===== src/verilog/rx_train_pkg.sv =====
package rx_train_pkg;

   // ----------------------------------------------------------------------
   // field widths
   // ----------------------------------------------------------------------
   localparam int GROSS_W        = 3;   // phase recovery gross field
   localparam int FINE_W         = 5;   // phase recovery fine field
   localparam int TOTAL_W        = GROSS_W + FINE_W;
   localparam int CS_W           = 3;   // mode command chip select
   localparam int BANK_W         = 3;   // mode command bank
   localparam int ADDR_W         = 16;  // mode command address
   localparam int FREQ_W         = 3;   // memory clock frequency select
   localparam int LANES_DEF      = 9;   // byte lanes incl. ecc lane

   // ----------------------------------------------------------------------
   // reset values
   // ----------------------------------------------------------------------
   localparam logic [GROSS_W-1:0] GROSS_RST = 3'h2;
   localparam logic [FINE_W-1:0]  FINE_RST  = 5'h00;
   localparam logic [FREQ_W-1:0]  FREQ_RST  = 3'h0;

   // ----------------------------------------------------------------------
   // timing counts
   // ----------------------------------------------------------------------
   localparam int CORE_MHZ        = 40;
   localparam int IDLE_MEMCLKS    = 8;    // gap that ends a dqs stream
   localparam int WARMUP_EDGES    = 4;    // edges before engine adjusts
   localparam int CNT_W           = 4;    // width of lane counters
   localparam int SR_ENTRY_MEMCLKS = 4;   // self refresh entry latency
   localparam int SR_EXIT_MEMCLKS  = 4;   // self refresh exit latency
   localparam int MEMORY_CLOCK_CNT_W    = 3;
   localparam int FREQ_LOCK_NS    = 1000; // clock relock time
   localparam int FREQ_LOCK_CYC   = (FREQ_LOCK_NS * CORE_MHZ + 999) / 1000;
   localparam int LOCK_CNT_W      = 6;

   // ----------------------------------------------------------------------
   // carriers
   // ----------------------------------------------------------------------
   typedef struct packed {
      logic [GROSS_W-1:0] gross;
      logic [FINE_W-1:0]  fine;
   } lane_delay_s;

   typedef struct packed {
      logic [CS_W-1:0]   chip_select;
      logic [BANK_W-1:0] bank;
      logic [ADDR_W-1:0] address;
   } mode_cmd_s;

   // ----------------------------------------------------------------------
   // state encodings (gray along the self refresh path; mode command drive to idle flips two bits)
   // ----------------------------------------------------------------------
   typedef enum logic [1:0] {
      MC_IDLE  = 2'h0,
      MC_WAIT  = 2'h1,
      MC_DRIVE = 2'h3
   } modecmd_state_e;

   typedef enum logic [1:0] {
      SR_RUN   = 2'h0,
      SR_ENTER = 2'h1,
      SR_HELD  = 2'h3,
      SR_EXIT  = 2'h2
   } selfref_state_e;

endpackage


===== src/verilog/phy_rx_enable_training.sv =====
`timescale 1ns/1ps
// Overview of operation
// - load command fields, send, hardware clears send
// - training bit set lets engine adjust delays
// - gap counter halts engine between dqs streams
// - self refresh frequency change handshake sequence
module phy_rx_enable_training
#(
   parameter int LANES = rx_train_pkg::LANES_DEF
)
(
   // clock, reset, enable
   input  wire logic                            core_clk_in,
   input  wire logic                            rst_n_in,
   input  wire logic                            clk_en_in,
   // memory clock from the phy, sampled
   input  wire logic                            memory_clock_in,
   // controller configuration bits
   input  wire logic                            refresh_suppress_in,
   input  wire logic [1:0]                      zq_short_period_in,
   input  wire logic                            train_target_dimm_in,
   input  wire logic                            train_nibble_select_in,
   input  wire logic                            rx_enable_train_go_in,
   // mode register command
   input  wire rx_train_pkg::mode_cmd_s         modecmd_in,
   input  wire logic                            modecmd_send_in,
   output logic                                 modecmd_send_out,
   output logic                                 modecmd_valid_out,
   output rx_train_pkg::mode_cmd_s              modecmd_out,
   // phase recovery seeds and results
   input  wire logic                            seed_load_in,
   input  wire rx_train_pkg::lane_delay_s [LANES-1:0] seed_in,
   input  wire logic [LANES-1:0]                dqs_strobe_in,
   input  wire logic [LANES-1:0]                dqs_late_in,
   output rx_train_pkg::lane_delay_s [LANES-1:0] recovered_delay_out,
   // self refresh and frequency change
   input  wire logic                            self_refresh_entry_req_in,
   input  wire logic                            self_refresh_exit_req_in,
   input  wire logic                            memory_clock_freq_valid_in,
   input  wire logic [rx_train_pkg::FREQ_W-1:0] memory_clock_freq_select_in,
   output logic                                 self_refresh_entry_req_out,
   output logic                                 self_refresh_exit_req_out,
   output logic                                 self_refresh_active_out,
   output logic                                 freq_change_pending_out,
   output logic [rx_train_pkg::FREQ_W-1:0]      memory_clock_freq_out,
   // status to the controller
   output logic                                 auto_refresh_enable_out,
   output logic                                 zq_short_enable_out,
   output logic                                 train_active_out,
   output logic                                 train_target_dimm_out,
   output logic                                 train_nibble_select_out
);

   // ----------------------------------------------------------------------
   // parameter check
   // ----------------------------------------------------------------------
   generate
      if (LANES < 1 || LANES > 18)
      begin : g_bad_lanes
         $error("LANES must be 1 to 18");
      end
   endgenerate

   // ----------------------------------------------------------------------
   // memory clock sampling
   // ----------------------------------------------------------------------
   logic mclk_s1_reg;
   logic mclk_s2_reg;
   logic mclk_s3_reg;
   logic mclk_stable_reg;
   logic memory_clock_rise;

   // three stages, a level counts once second and third agree
   always_ff @(posedge core_clk_in or negedge rst_n_in)
   begin
      if (!rst_n_in)
      begin
         mclk_s1_reg     <= 1'b0;
         mclk_s2_reg     <= 1'b0;
         mclk_s3_reg     <= 1'b0;
         mclk_stable_reg <= 1'b0;
      end
      else if (clk_en_in)
      begin
         mclk_s1_reg <= memory_clock_in;
         mclk_s2_reg <= mclk_s1_reg;
         mclk_s3_reg <= mclk_s2_reg;
         if (mclk_s2_reg == mclk_s3_reg)
            mclk_stable_reg <= mclk_s3_reg;
      end
   end

   assign memory_clock_rise = (mclk_s2_reg == mclk_s3_reg) && mclk_s3_reg && !mclk_stable_reg;

   // ----------------------------------------------------------------------
   // configuration mirrors
   // ----------------------------------------------------------------------
   // refresh and zq gating, training selects
   always_ff @(posedge core_clk_in or negedge rst_n_in)
   begin
      if (!rst_n_in)
      begin
         auto_refresh_enable_out <= 1'b1;
         zq_short_enable_out     <= 1'b1;
         train_active_out        <= 1'b0;
         train_target_dimm_out   <= 1'b0;
         train_nibble_select_out <= 1'b0;
      end
      else if (clk_en_in)
      begin
         auto_refresh_enable_out <= !refresh_suppress_in;
         zq_short_enable_out     <= (zq_short_period_in != 2'h0);
         train_active_out        <= rx_enable_train_go_in;
         train_target_dimm_out   <= train_target_dimm_in;
         train_nibble_select_out <= train_nibble_select_in;
      end
   end

   // ----------------------------------------------------------------------
   // mode register command
   // ----------------------------------------------------------------------
   rx_train_pkg::modecmd_state_e mc_state_reg;

   // latch on send, drive for one memory clock, then clear send
   always_ff @(posedge core_clk_in or negedge rst_n_in)
   begin
      if (!rst_n_in)
      begin
         mc_state_reg      <= rx_train_pkg::MC_IDLE;
         modecmd_send_out  <= 1'b0;
         modecmd_valid_out <= 1'b0;
         modecmd_out       <= '0;
      end
      else if (clk_en_in)
      begin
         case (mc_state_reg)
            rx_train_pkg::MC_IDLE:
            begin
               if (modecmd_send_in)
               begin
                  modecmd_out      <= modecmd_in;
                  modecmd_send_out <= 1'b1;
                  mc_state_reg     <= rx_train_pkg::MC_WAIT;
               end
            end
            rx_train_pkg::MC_WAIT:
            begin
               if (memory_clock_rise)
               begin
                  modecmd_valid_out <= 1'b1;
                  mc_state_reg      <= rx_train_pkg::MC_DRIVE;
               end
            end
            rx_train_pkg::MC_DRIVE:
            begin
               if (memory_clock_rise)
               begin
                  modecmd_valid_out <= 1'b0;
                  modecmd_send_out  <= 1'b0;
                  mc_state_reg      <= rx_train_pkg::MC_IDLE;
               end
            end
            default:
            begin
               modecmd_valid_out <= 1'b0;
               modecmd_send_out  <= 1'b0;
               mc_state_reg      <= rx_train_pkg::MC_IDLE;
            end
         endcase
      end
   end

   // ----------------------------------------------------------------------
   // self refresh sequencing
   // ----------------------------------------------------------------------
   rx_train_pkg::selfref_state_e         sr_state_reg;
   logic [rx_train_pkg::MEMORY_CLOCK_CNT_W-1:0] sr_cnt_reg;

   localparam logic [rx_train_pkg::MEMORY_CLOCK_CNT_W-1:0] SR_ENTRY_LAST =
      rx_train_pkg::MEMORY_CLOCK_CNT_W'(rx_train_pkg::SR_ENTRY_MEMCLKS - 1);
   localparam logic [rx_train_pkg::MEMORY_CLOCK_CNT_W-1:0] SR_EXIT_LAST =
      rx_train_pkg::MEMORY_CLOCK_CNT_W'(rx_train_pkg::SR_EXIT_MEMCLKS - 1);

   // entry and exit requests stand until the dram has switched
   always_ff @(posedge core_clk_in or negedge rst_n_in)
   begin
      if (!rst_n_in)
      begin
         sr_state_reg               <= rx_train_pkg::SR_RUN;
         sr_cnt_reg                 <= '0;
         self_refresh_entry_req_out <= 1'b0;
         self_refresh_exit_req_out  <= 1'b0;
         self_refresh_active_out    <= 1'b0;
      end
      else if (clk_en_in)
      begin
         case (sr_state_reg)
            rx_train_pkg::SR_RUN:
            begin
               if (self_refresh_entry_req_in)
               begin
                  self_refresh_entry_req_out <= 1'b1;
                  sr_cnt_reg                 <= '0;
                  sr_state_reg               <= rx_train_pkg::SR_ENTER;
               end
            end
            rx_train_pkg::SR_ENTER:
            begin
               if (memory_clock_rise)
               begin
                  if (sr_cnt_reg == SR_ENTRY_LAST)
                  begin
                     self_refresh_entry_req_out <= 1'b0;
                     self_refresh_active_out    <= 1'b1;
                     sr_state_reg               <= rx_train_pkg::SR_HELD;
                  end
                  else
                     sr_cnt_reg <= sr_cnt_reg + 1'b1;
               end
            end
            rx_train_pkg::SR_HELD:
            begin
               if (self_refresh_exit_req_in && !freq_change_pending_out)
               begin
                  self_refresh_exit_req_out <= 1'b1;
                  sr_cnt_reg                <= '0;
                  sr_state_reg              <= rx_train_pkg::SR_EXIT;
               end
            end
            rx_train_pkg::SR_EXIT:
            begin
               if (memory_clock_rise)
               begin
                  if (sr_cnt_reg == SR_EXIT_LAST)
                  begin
                     self_refresh_exit_req_out <= 1'b0;
                     self_refresh_active_out   <= 1'b0;
                     sr_state_reg              <= rx_train_pkg::SR_RUN;
                  end
                  else
                     sr_cnt_reg <= sr_cnt_reg + 1'b1;
               end
            end
            default:
            begin
               self_refresh_entry_req_out <= 1'b0;
               self_refresh_exit_req_out  <= 1'b0;
               self_refresh_active_out    <= 1'b0;
               sr_state_reg               <= rx_train_pkg::SR_RUN;
            end
         endcase
      end
   end

   // ----------------------------------------------------------------------
   // frequency change
   // ----------------------------------------------------------------------
   logic                                freq_valid_d_reg;
   logic [rx_train_pkg::LOCK_CNT_W-1:0] lock_cnt_reg;

   localparam logic [rx_train_pkg::LOCK_CNT_W-1:0] LOCK_LAST =
      rx_train_pkg::LOCK_CNT_W'(rx_train_pkg::FREQ_LOCK_CYC - 1);

   // rising valid applies the new select and starts the relock wait
   always_ff @(posedge core_clk_in or negedge rst_n_in)
   begin
      if (!rst_n_in)
      begin
         freq_valid_d_reg        <= 1'b0;
         lock_cnt_reg            <= '0;
         freq_change_pending_out <= 1'b0;
         memory_clock_freq_out   <= rx_train_pkg::FREQ_RST;
      end
      else if (clk_en_in)
      begin
         freq_valid_d_reg <= memory_clock_freq_valid_in;
         if (memory_clock_freq_valid_in && !freq_valid_d_reg && !freq_change_pending_out)
         begin
            memory_clock_freq_out   <= memory_clock_freq_select_in;
            freq_change_pending_out <= 1'b1;
            lock_cnt_reg            <= '0;
         end
         else if (freq_change_pending_out)
         begin
            if (lock_cnt_reg == LOCK_LAST)
               freq_change_pending_out <= 1'b0;
            else
               lock_cnt_reg <= lock_cnt_reg + 1'b1;
         end
      end
   end

   // ----------------------------------------------------------------------
   // phase recovery engines, one per byte lane
   // ----------------------------------------------------------------------
   generate
      for (genvar g = 0; g < LANES; g++)
      begin : g_lane
         phase_recovery_lane u_lane
         (
            .core_clk_in    (core_clk_in),
            .rst_n_in       (rst_n_in),
            .clk_en_in      (clk_en_in),
            .memory_clock_rise_in (memory_clock_rise),
            .train_go_in    (rx_enable_train_go_in),
            .seed_load_in   (seed_load_in),
            .seed_in        (seed_in[g]),
            .dqs_strobe_in  (dqs_strobe_in[g]),
            .dqs_late_in    (dqs_late_in[g]),
            .delay_out      (recovered_delay_out[g])
         );
      end
   endgenerate

endmodule // phy_rx_enable_training


===== src/verilog/phase_recovery_lane.sv =====
`timescale 1ns/1ps
module phase_recovery_lane
(
   // clock, reset, enable
   input  wire logic                     core_clk_in,
   input  wire logic                     rst_n_in,
   input  wire logic                     clk_en_in,
   // control from top
   input  wire logic                     memory_clock_rise_in,
   input  wire logic                     train_go_in,
   input  wire logic                     seed_load_in,
   input  wire rx_train_pkg::lane_delay_s seed_in,
   // lane pins
   input  wire logic                     dqs_strobe_in,
   input  wire logic                     dqs_late_in,
   // recovered delay
   output rx_train_pkg::lane_delay_s     delay_out
);

   // ----------------------------------------------------------------------
   // pin synchronisers
   // ----------------------------------------------------------------------
   logic [1:0] sync1_reg;
   logic [1:0] sync2_reg;
   logic [1:0] sync3_reg;
   logic [1:0] pin_stable_reg;

   // three stages, second and third must agree
   always_ff @(posedge core_clk_in or negedge rst_n_in)
   begin
      if (!rst_n_in)
      begin
         sync1_reg      <= 2'h0;
         sync2_reg      <= 2'h0;
         sync3_reg      <= 2'h0;
         pin_stable_reg <= 2'h0;
      end
      else if (clk_en_in)
      begin
         sync1_reg <= {dqs_late_in, dqs_strobe_in};
         sync2_reg <= sync1_reg;
         sync3_reg <= sync2_reg;
         for (int i = 0; i < 2; i++)
            if (sync2_reg[i] == sync3_reg[i])
               pin_stable_reg[i] <= sync3_reg[i];
      end
   end

   // ----------------------------------------------------------------------
   // stream gap counter
   // ----------------------------------------------------------------------
   logic [rx_train_pkg::CNT_W-1:0] idle_cnt_reg;
   logic [rx_train_pkg::CNT_W-1:0] stream_cnt_reg;
   logic                           engine_run;

   localparam logic [rx_train_pkg::CNT_W-1:0] IDLE_MAX = rx_train_pkg::CNT_W'(rx_train_pkg::IDLE_MEMCLKS);
   localparam logic [rx_train_pkg::CNT_W-1:0] WARM_MAX = rx_train_pkg::CNT_W'(rx_train_pkg::WARMUP_EDGES);

   // a long gap clears the stream count and halts the engine
   always_ff @(posedge core_clk_in or negedge rst_n_in)
   begin
      if (!rst_n_in)
      begin
         idle_cnt_reg   <= '0;
         stream_cnt_reg <= '0;
      end
      else if (clk_en_in && memory_clock_rise_in)
      begin
         if (pin_stable_reg[0])
         begin
            idle_cnt_reg <= '0;
            if (stream_cnt_reg != WARM_MAX)
               stream_cnt_reg <= stream_cnt_reg + 1'b1;
         end
         else
         begin
            if (idle_cnt_reg != IDLE_MAX)
               idle_cnt_reg <= idle_cnt_reg + 1'b1;
            else
               stream_cnt_reg <= '0;
         end
      end
   end

   assign engine_run = (stream_cnt_reg == WARM_MAX) && pin_stable_reg[0];

   // ----------------------------------------------------------------------
   // delay adjust
   // ----------------------------------------------------------------------
   logic [rx_train_pkg::TOTAL_W-1:0] total;

   assign total = {delay_out.gross, delay_out.fine};

   // seed while stopped, step while training, hold otherwise
   always_ff @(posedge core_clk_in or negedge rst_n_in)
   begin
      if (!rst_n_in)
      begin
         delay_out.gross <= rx_train_pkg::GROSS_RST;
         delay_out.fine  <= rx_train_pkg::FINE_RST;
      end
      else if (clk_en_in)
      begin
         if (!train_go_in && seed_load_in)
            delay_out <= seed_in;
         else if (train_go_in && memory_clock_rise_in && engine_run)
         begin
            if (pin_stable_reg[1] && total != '0)
               {delay_out.gross, delay_out.fine} <= total - 1'b1;
            else if (!pin_stable_reg[1] && total != '1)
               {delay_out.gross, delay_out.fine} <= total + 1'b1;
         end
         // no branch while stopped: last values kept
      end
   end

endmodule // phase_recovery_lane


===== config.mk =====
export PLATFORM = sky130hd
export DESIGN_NAME = phy_rx_enable_training
export DESIGN_NICKNAME = d
export VERILOG_FILES = /design/src/verilog/rx_train_pkg.sv /design/src/verilog/phy_rx_enable_training.sv /design/src/verilog/phase_recovery_lane.sv
export SDC_FILE = /design/constraint.sdc
export NUM_CORES = 1
export LEC_CHECK = 0
export BUFFER_PORTS_ARGS = -buffer_cell sky130_fd_sc_hd__buf_2
export CORE_AREA = 5 5 187 189
export DETAILED_ROUTE_END_ITERATION = 8
export DIE_AREA = 0 0 192 194
export MAX_ROUTING_LAYER = met4
export PLACE_DENSITY_LB_ADDON = 0.3
export SYNTH_ARGS = -nofsm -noshare
export SYNTH_HDL_FRONTEND = slang
export SYNTH_SLANG_ARGS = --single-unit
export TNS_END_PERCENT = 50

===== constraint.sdc =====
create_clock -name core_clk_in -period 2.9 [get_ports core_clk_in]
set_input_delay 0.145 -clock core_clk_in [delete_from_list [all_inputs] [get_ports core_clk_in]]
set_output_delay 0.145 -clock core_clk_in [all_outputs]
set_load 0.005 [all_outputs]

Yosys cells after proc, flatten, opt, wreduce, memory -nomap -nowiden
Index checks and enable logic that the tools add are counted.
{"block": "totals", "regBits": 270, "output_inout_bits": 108, "inputBits": 130}
{"block": "op_classes", "n_addsub": 38, "mux": 117, "bitwise_logic": 2, "n_reduce_logical": 159, "eq_ne": 92}
{"cell": "8-bit two-way mux", "n": 36}
{"cell": "4-bit two-way mux", "n": 45}
{"cell": "4-bit by 1-bit adder with 4-bit output, second input constant", "n": 18}
{"cell": "8-bit by 1-bit adder with 8-bit output, second input constant", "n": 9}
{"cell": "8-bit inequality test, second input constant", "n": 9}
{"cell": "8-bit nonzero test", "n": 9}
{"cell": "8-bit by 1-bit subtractor with 8-bit output, second input constant", "n": 9}
{"cell": "3-bit AND reduction", "n": 20}
{"cell": "2-bit AND reduction", "n": 29}
{"cell": "2-bit nonzero test", "n": 23}
{"cell": "1-bit logical AND", "n": 44}
{"cell": "4-bit by 3-bit equality test with 1-bit output, second input constant", "n": 9}
{"cell": "4-bit by 3-bit inequality test with 1-bit output, second input constant", "n": 9}
{"cell": "4-bit inequality test, second input constant", "n": 9}
{"cell": "2-bit inequality test, second input constant", "n": 16}
{"cell": "2-bit by 1-bit inequality test with 1-bit output, second input constant", "n": 14}
{"cell": "3-bit nonzero test", "n": 9}
{"cell": "1-bit equality test", "n": 19}
{"cell": "2-bit two-way mux", "n": 9}
{"cell": "6-bit two-way mux", "n": 3}
{"cell": "5-bit AND reduction", "n": 3}
{"cell": "1-bit zero test", "n": 14}
{"cell": "1-bit two-way mux", "n": 12}
{"cell": "3-bit two-way mux", "n": 4}
{"cell": "other kinds (17)", "n": 27}

Logic depth before layout (Yosys ltp)
{"block": "depth", "word_depth": 7, "ltp_mapped": 9, "mapped_depth_nobuf": 9}

Hierarchy
Synthesis repeated with hierarchy kept, for this count alone.
{"block": "hier_totals", "hier_cells": 1765, "area_unflattened_um2": 16667.2}
{"mod": "phase_recovery_lane", "seq_area_each_um2": 601.8, "n_inst": 9, "cells_per_inst": 173, "area_per_inst_um2": 1574.0}
{"mod": "phy_rx_enable_training", "seq_area_each_um2": 1353.8, "n_inst": 1, "cells_per_inst": 208, "area_per_inst_um2": 2501.1}

Worst setup path after synthesis
OpenSTA, ideal clock, no wires.
{"block": "synth_path", "path_type": "flip-flop to flip-flop", "startpoint": "register g_lane[0].u_lane.delay_out[4] in the netlist's numbering", "endpoint": "register g_lane[0].u_lane.delay_out[7] in the netlist's numbering", "setup_slack_ns": 0.244, "required_time_ns": 2.765, "arrival_ns": 2.521, "stages_incl_launch_ff": 10, "synth_period_minus_slack_ns": 2.656, "path_cell_list": "dfrtp_1 -> or4_4 -> o21ai_4 -> inv_1 -> ha_1 -> a21oi_1 -> o2111ai_1 -> and3_1 -> o32ai_1 -> a21oi_1"}
{"block": "synth_between", "elab_chain_cells": 5}
{"element": "start, declared", "line": "phase_recovery_lane.sv:17", "rtl": "output rx_train_pkg::lane_delay_s delay_out"}
{"element": "start signal, assigned", "line": "phase_recovery_lane.sv:105", "rtl": "delay_out <= seed_in;"}
{"element": "8-bit by 1-bit adder with 8-bit output / 8-bit nonzero test (equally long branches)", "line": "phase_recovery_lane.sv:111, phase_recovery_lane.sv:108"}
{"element": "8-bit two-way mux / 1-bit logical AND (equally long branches)", "line": "phase_recovery_lane.sv:110, phase_recovery_lane.sv:108"}
{"element": "8-bit two-way mux", "line": "phase_recovery_lane.sv:108", "rtl": "if (pin_stable_reg[1] && total != '0)"}
{"element": "8-bit two-way mux", "line": "phase_recovery_lane.sv:106", "rtl": "else if (train_go_in && memory_clock_rise_in && engine_run)"}
{"element": "8-bit two-way mux", "line": "phase_recovery_lane.sv:104", "rtl": "if (!train_go_in && seed_load_in)"}
Several ways; a longest one is shown, not always the timed one. The select of a mux whose other input is x is not followed.
A chain may end at the register's enable or synchronous reset.

Worst setup path in the final report
{"block": "layout_path", "startpoint": "register g_lane[7].u_lane.delay_out[3] in the netlist's numbering", "endpoint": "register g_lane[7].u_lane.delay_out[7] in the netlist's numbering"}
{"block": "layout_between", "elab_chain_cells": 5}
{"element": "start, declared", "line": "phase_recovery_lane.sv:17"}
{"element": "start signal, assigned", "line": "phase_recovery_lane.sv:105"}
{"element": "8-bit by 1-bit adder with 8-bit output / 8-bit nonzero test (equally long branches)", "line": "phase_recovery_lane.sv:111, phase_recovery_lane.sv:108"}
{"element": "8-bit two-way mux / 1-bit logical AND (equally long branches)", "line": "phase_recovery_lane.sv:110, phase_recovery_lane.sv:108"}
{"element": "8-bit two-way mux", "line": "phase_recovery_lane.sv:108"}
{"element": "8-bit two-way mux", "line": "phase_recovery_lane.sv:106"}
{"element": "8-bit two-way mux", "line": "phase_recovery_lane.sv:104"}
Several ways; a longest one is shown, not always the timed one. The select of a mux whose other input is x is not followed.

==> impl_metrics.py <==
metrics = {
    "run_status": {
        "outcome": "complete, but fails checks",
        "violations": "setup timing",
    },
    "timing": {
        "timing.final.ws_setup_ns": -0.006963,
        "slew_viol_final": 0,
        "tns_ns": -0.01132,
        "finalCritPeriodShare_pct": 100.2,
        "fmax_mhz": 344.0,
        "worst_slew_pin_slew_ns": 1.100,
        "fin_crit_ns": 2.907,
        "skew_ns": 0.01250,
        "slew_headroom_pct": 26.68,
        "finalHoldViolCount": 0,
        "rsz0062_at_grt": "true",
        "setup_viol": 2,
    },
    "routing": {
        "first_iter_violations": 837,
        "drc": 0,
        "num_vias": 14430,
        "wire_per_inst_um": 17.84,
        "viasPerCell": 5.714,
        "ant_nets": 0,
        "first_pass_iters": 5,
        "drt_wl_total_mm": 45.07,
    },
    "floorplan": {
        "die-area_sq_um": 37250,
        "coreArea_sq_um": 33110,
        "chipWidth_um": 192,
        "die_h_um": 194,
        "start_util_pct": 49.00,
        "pin_count": 238,
        "rows": 67,
    },
    "clock_tree": {
        "htree_levels": 2,
        "clock-sinks": 270,
        "clk_pin_slew_worst_paths_ns": 0.06,
        "cts_root_buf": "clkbuf_16",
        "clk_latency_ns": 0.51,
        "cts_tree": "yes",
        "cts.path.max_buffers": 3,
        "cts_buffers": 34,
    },
    "global_routing": {
        "grt_pass1_vias": 13940,
        "antenna_found_initial": 5,
        "grt_pass1_wl_mm": 69.77,
        "grt-ovfl-total": 0,
        "grt_max_degree": 96,
        "track_usage_pct": 23.06,
    },
    "synth": {
        "yosysTopAreaCell": "dfrtp_1",
        "ys_async_sr_fraction_pct": 100.0,
        "synth_ff_type": "dfrtp_1",
        "synth_area_leaders": "dfrtp_1 40%, ha_1 7.6%, mux2_2 6.5%",
        "ys_seq_area_share_pct": 41.72,
        "synthesis.area_sq_um": 16230,
        "ys_seq_elements": 270,
        "post-synth-top-area-fraction_pct": 39.94,
        "syn_avg_cell_area_sq_um": 9.900,
        "ys_types": 58,
        "syn_nets": 1877,
        "synth_cells": 1639,
        "synth-edff-count": 0,
        "yosys_warnings": 0,
    },
    "pwr": {
        "ir_drop_mv": 0.5238,
        "p_leak_nw": 9.418,
        "power_w": 0.02111,
        "power.density_nw_per_um2": 989.5,
    },
    "flow_run": {
        "drv_cap": 0,
    },
    "placed_design": {
        "post-place-ws_ns": -0.05601,
        "hpwl_mm": 29.38,
        "portBuffers": 237,
        "dp_cells": 2317,
        "gp_congestion": 0.8939,
        "place_area_sq_um": 18180,
    },
    "critical_path": {
        "endpoint_kind": "register",
        "cp-start-kind": "register",
        "crit_path_max_fanout": 6,
        "cp_data_required_time_ns": 3.28,
        "cp.arrival_ns": 3.29,
        "path_class": "reg -> reg",
    },
    "layout": {
        "fin_nets": 2288,
        "final_cell_mix": "249 x dfrtp_1, 236 x buf_2, 133 x a21oi_1",
        "layout.cells.non_filler": 2526,
        "layout-drive-gt1-share_pct": 32.09,
        "multiInputGateArea_sq_um": 9417,
        "final_common_cell": "dfrtp_1",
        "largest_register_ffs": 72,
        "register_area_sq_um": 6783,
        "syn_to_final_growth_pct": 31.50,
        "num-fill-cells": 2574,
        "design_area_sq_um": 21340,
    },
    "min_path": {
        "min_path_type": "in -> reg",
    },
}
==> cell usage after synthesis, types with 12 or more instances <==
cell / number
o21bai_1: 19
buf_1: 12
a22oi_1: 12
inv_1: 100
nor2b_1: 26
o22ai_1: 17
a31oi_1: 12
mux2i_1: 25
mux2_4: 27
nand4_1: 36
nor3_1: 52
o2111ai_1: 18
nor3b_1: 18
nand2_1: 101
clkbuf_1: 45
nor2_1: 105
and3_1: 16
mux2_2: 94
nand2b_1: 24
ha_1: 99
xnor2_1: 18
a21oi_1: 147
nand3_1: 40
o21ai_0: 102
dfrtp_1: 259
==> final cells by class <==
| class | count | area share [%] |
|---|---|---|
| Antenna cell | 6 | 0.07036 |
| Clock buffer | 47 | 4.597 |
| Clock inverter | 11 | 0.5571 |
| Inverter | 100 | 1.900 |
| Multi-Input combinational cell | 1201 | 44.13 |
| Sequential cell | 270 | 31.79 |
| Tap cell | 448 | 2.627 |
| Timing Repair Buffer | 443 | 14.33 |
==> what timing repair did <==
action | in CTS | in global routing
endpoints found under the hold margin | 164 | 0
gates resized for setup | 2 | 119
setup endpoints to repair | 1 | 31
setup buffers | 0 | 47
hold buffers | 98 | 0
pin swaps | 0 | 26
==> worst max-delay path, stage by stage, from the launching register on <==
cell and delay, ns:
dfrtp_2 0.41, or4_4 0.55, o21ai_4 0.23, clkinvlp_4 0.20, buf_4 0.18, ha_4 0.21, a21oi_4 0.22, o2111ai_4 0.16
and3_1 0.22, o32ai_2 0.30, a21oi_2 0.09
==> power by group <==
part | switching [W] | internal [W]
sequential | 0.00124 | 0.00503
combinational | 0.00527 | 0.00539
clock | 0.00164 | 0.00254
total | 0.00815 | 0.0130
==> cells by family after synthesis <==
| family | count (synthesis) | synth area share, % |
|---|---|---|
| XOR/XNOR | 27 | 1.457 |
| AND/OR/NAND/NOR | 481 | 15.42 |
| AO/OA/AOI/OAI | 439 | 17.77 |
| flip-flops | 270 | 41.72 |
| buffers and inverters | 168 | 4.318 |
| multiplexers | 146 | 10.56 |
| adder cells (fa/ha/maj) | 108 | 8.744 |
==> through the flow <==
step | hold slack [ns] | util, %
5_1_grt | 0.002433 | 64.43
3_3_place_gp | 0.1935 | 54.90
3_5_place_dp | 0.1850 | 54.90
6_report | 0.01382 | 64.44
4_1_cts | 0.0003489 | 61.21
2_1_floorplan | -0.1506 | -
==> layer usage <==
metal  share of wire (%)  GRT usage (%)
met1                  43          29.99
met2                  47          36.51
met3                 6.8          4.879
met4                 3.5          6.867
met5                   0              -
==> worst paths after layout <==
kind / from / endpoint / slack [ns] / cells after the start
max: g_lane[7].u_lane.delay_out[3] / g_lane[7].u_lane.delay_out[7] / -0.007 / 10
min: rx_enable_train_go_in / train_active_out / 0.01 / 2
max reg2reg: g_lane[7].u_lane.delay_out[3] / g_lane[7].u_lane.delay_out[7] / -0.007 / 10
min reg2reg: auto_refresh_enable_out / auto_refresh_enable_out / 0.47 / 2
max in group asynchronous: rst_n_in / g_lane[3].u_lane.delay_out[0] / 1.74 / 3
min in group asynchronous: rst_n_in / g_lane[5].u_lane.delay_out[2] / 0.22 / 2
(Power assumes the default switching activity.)
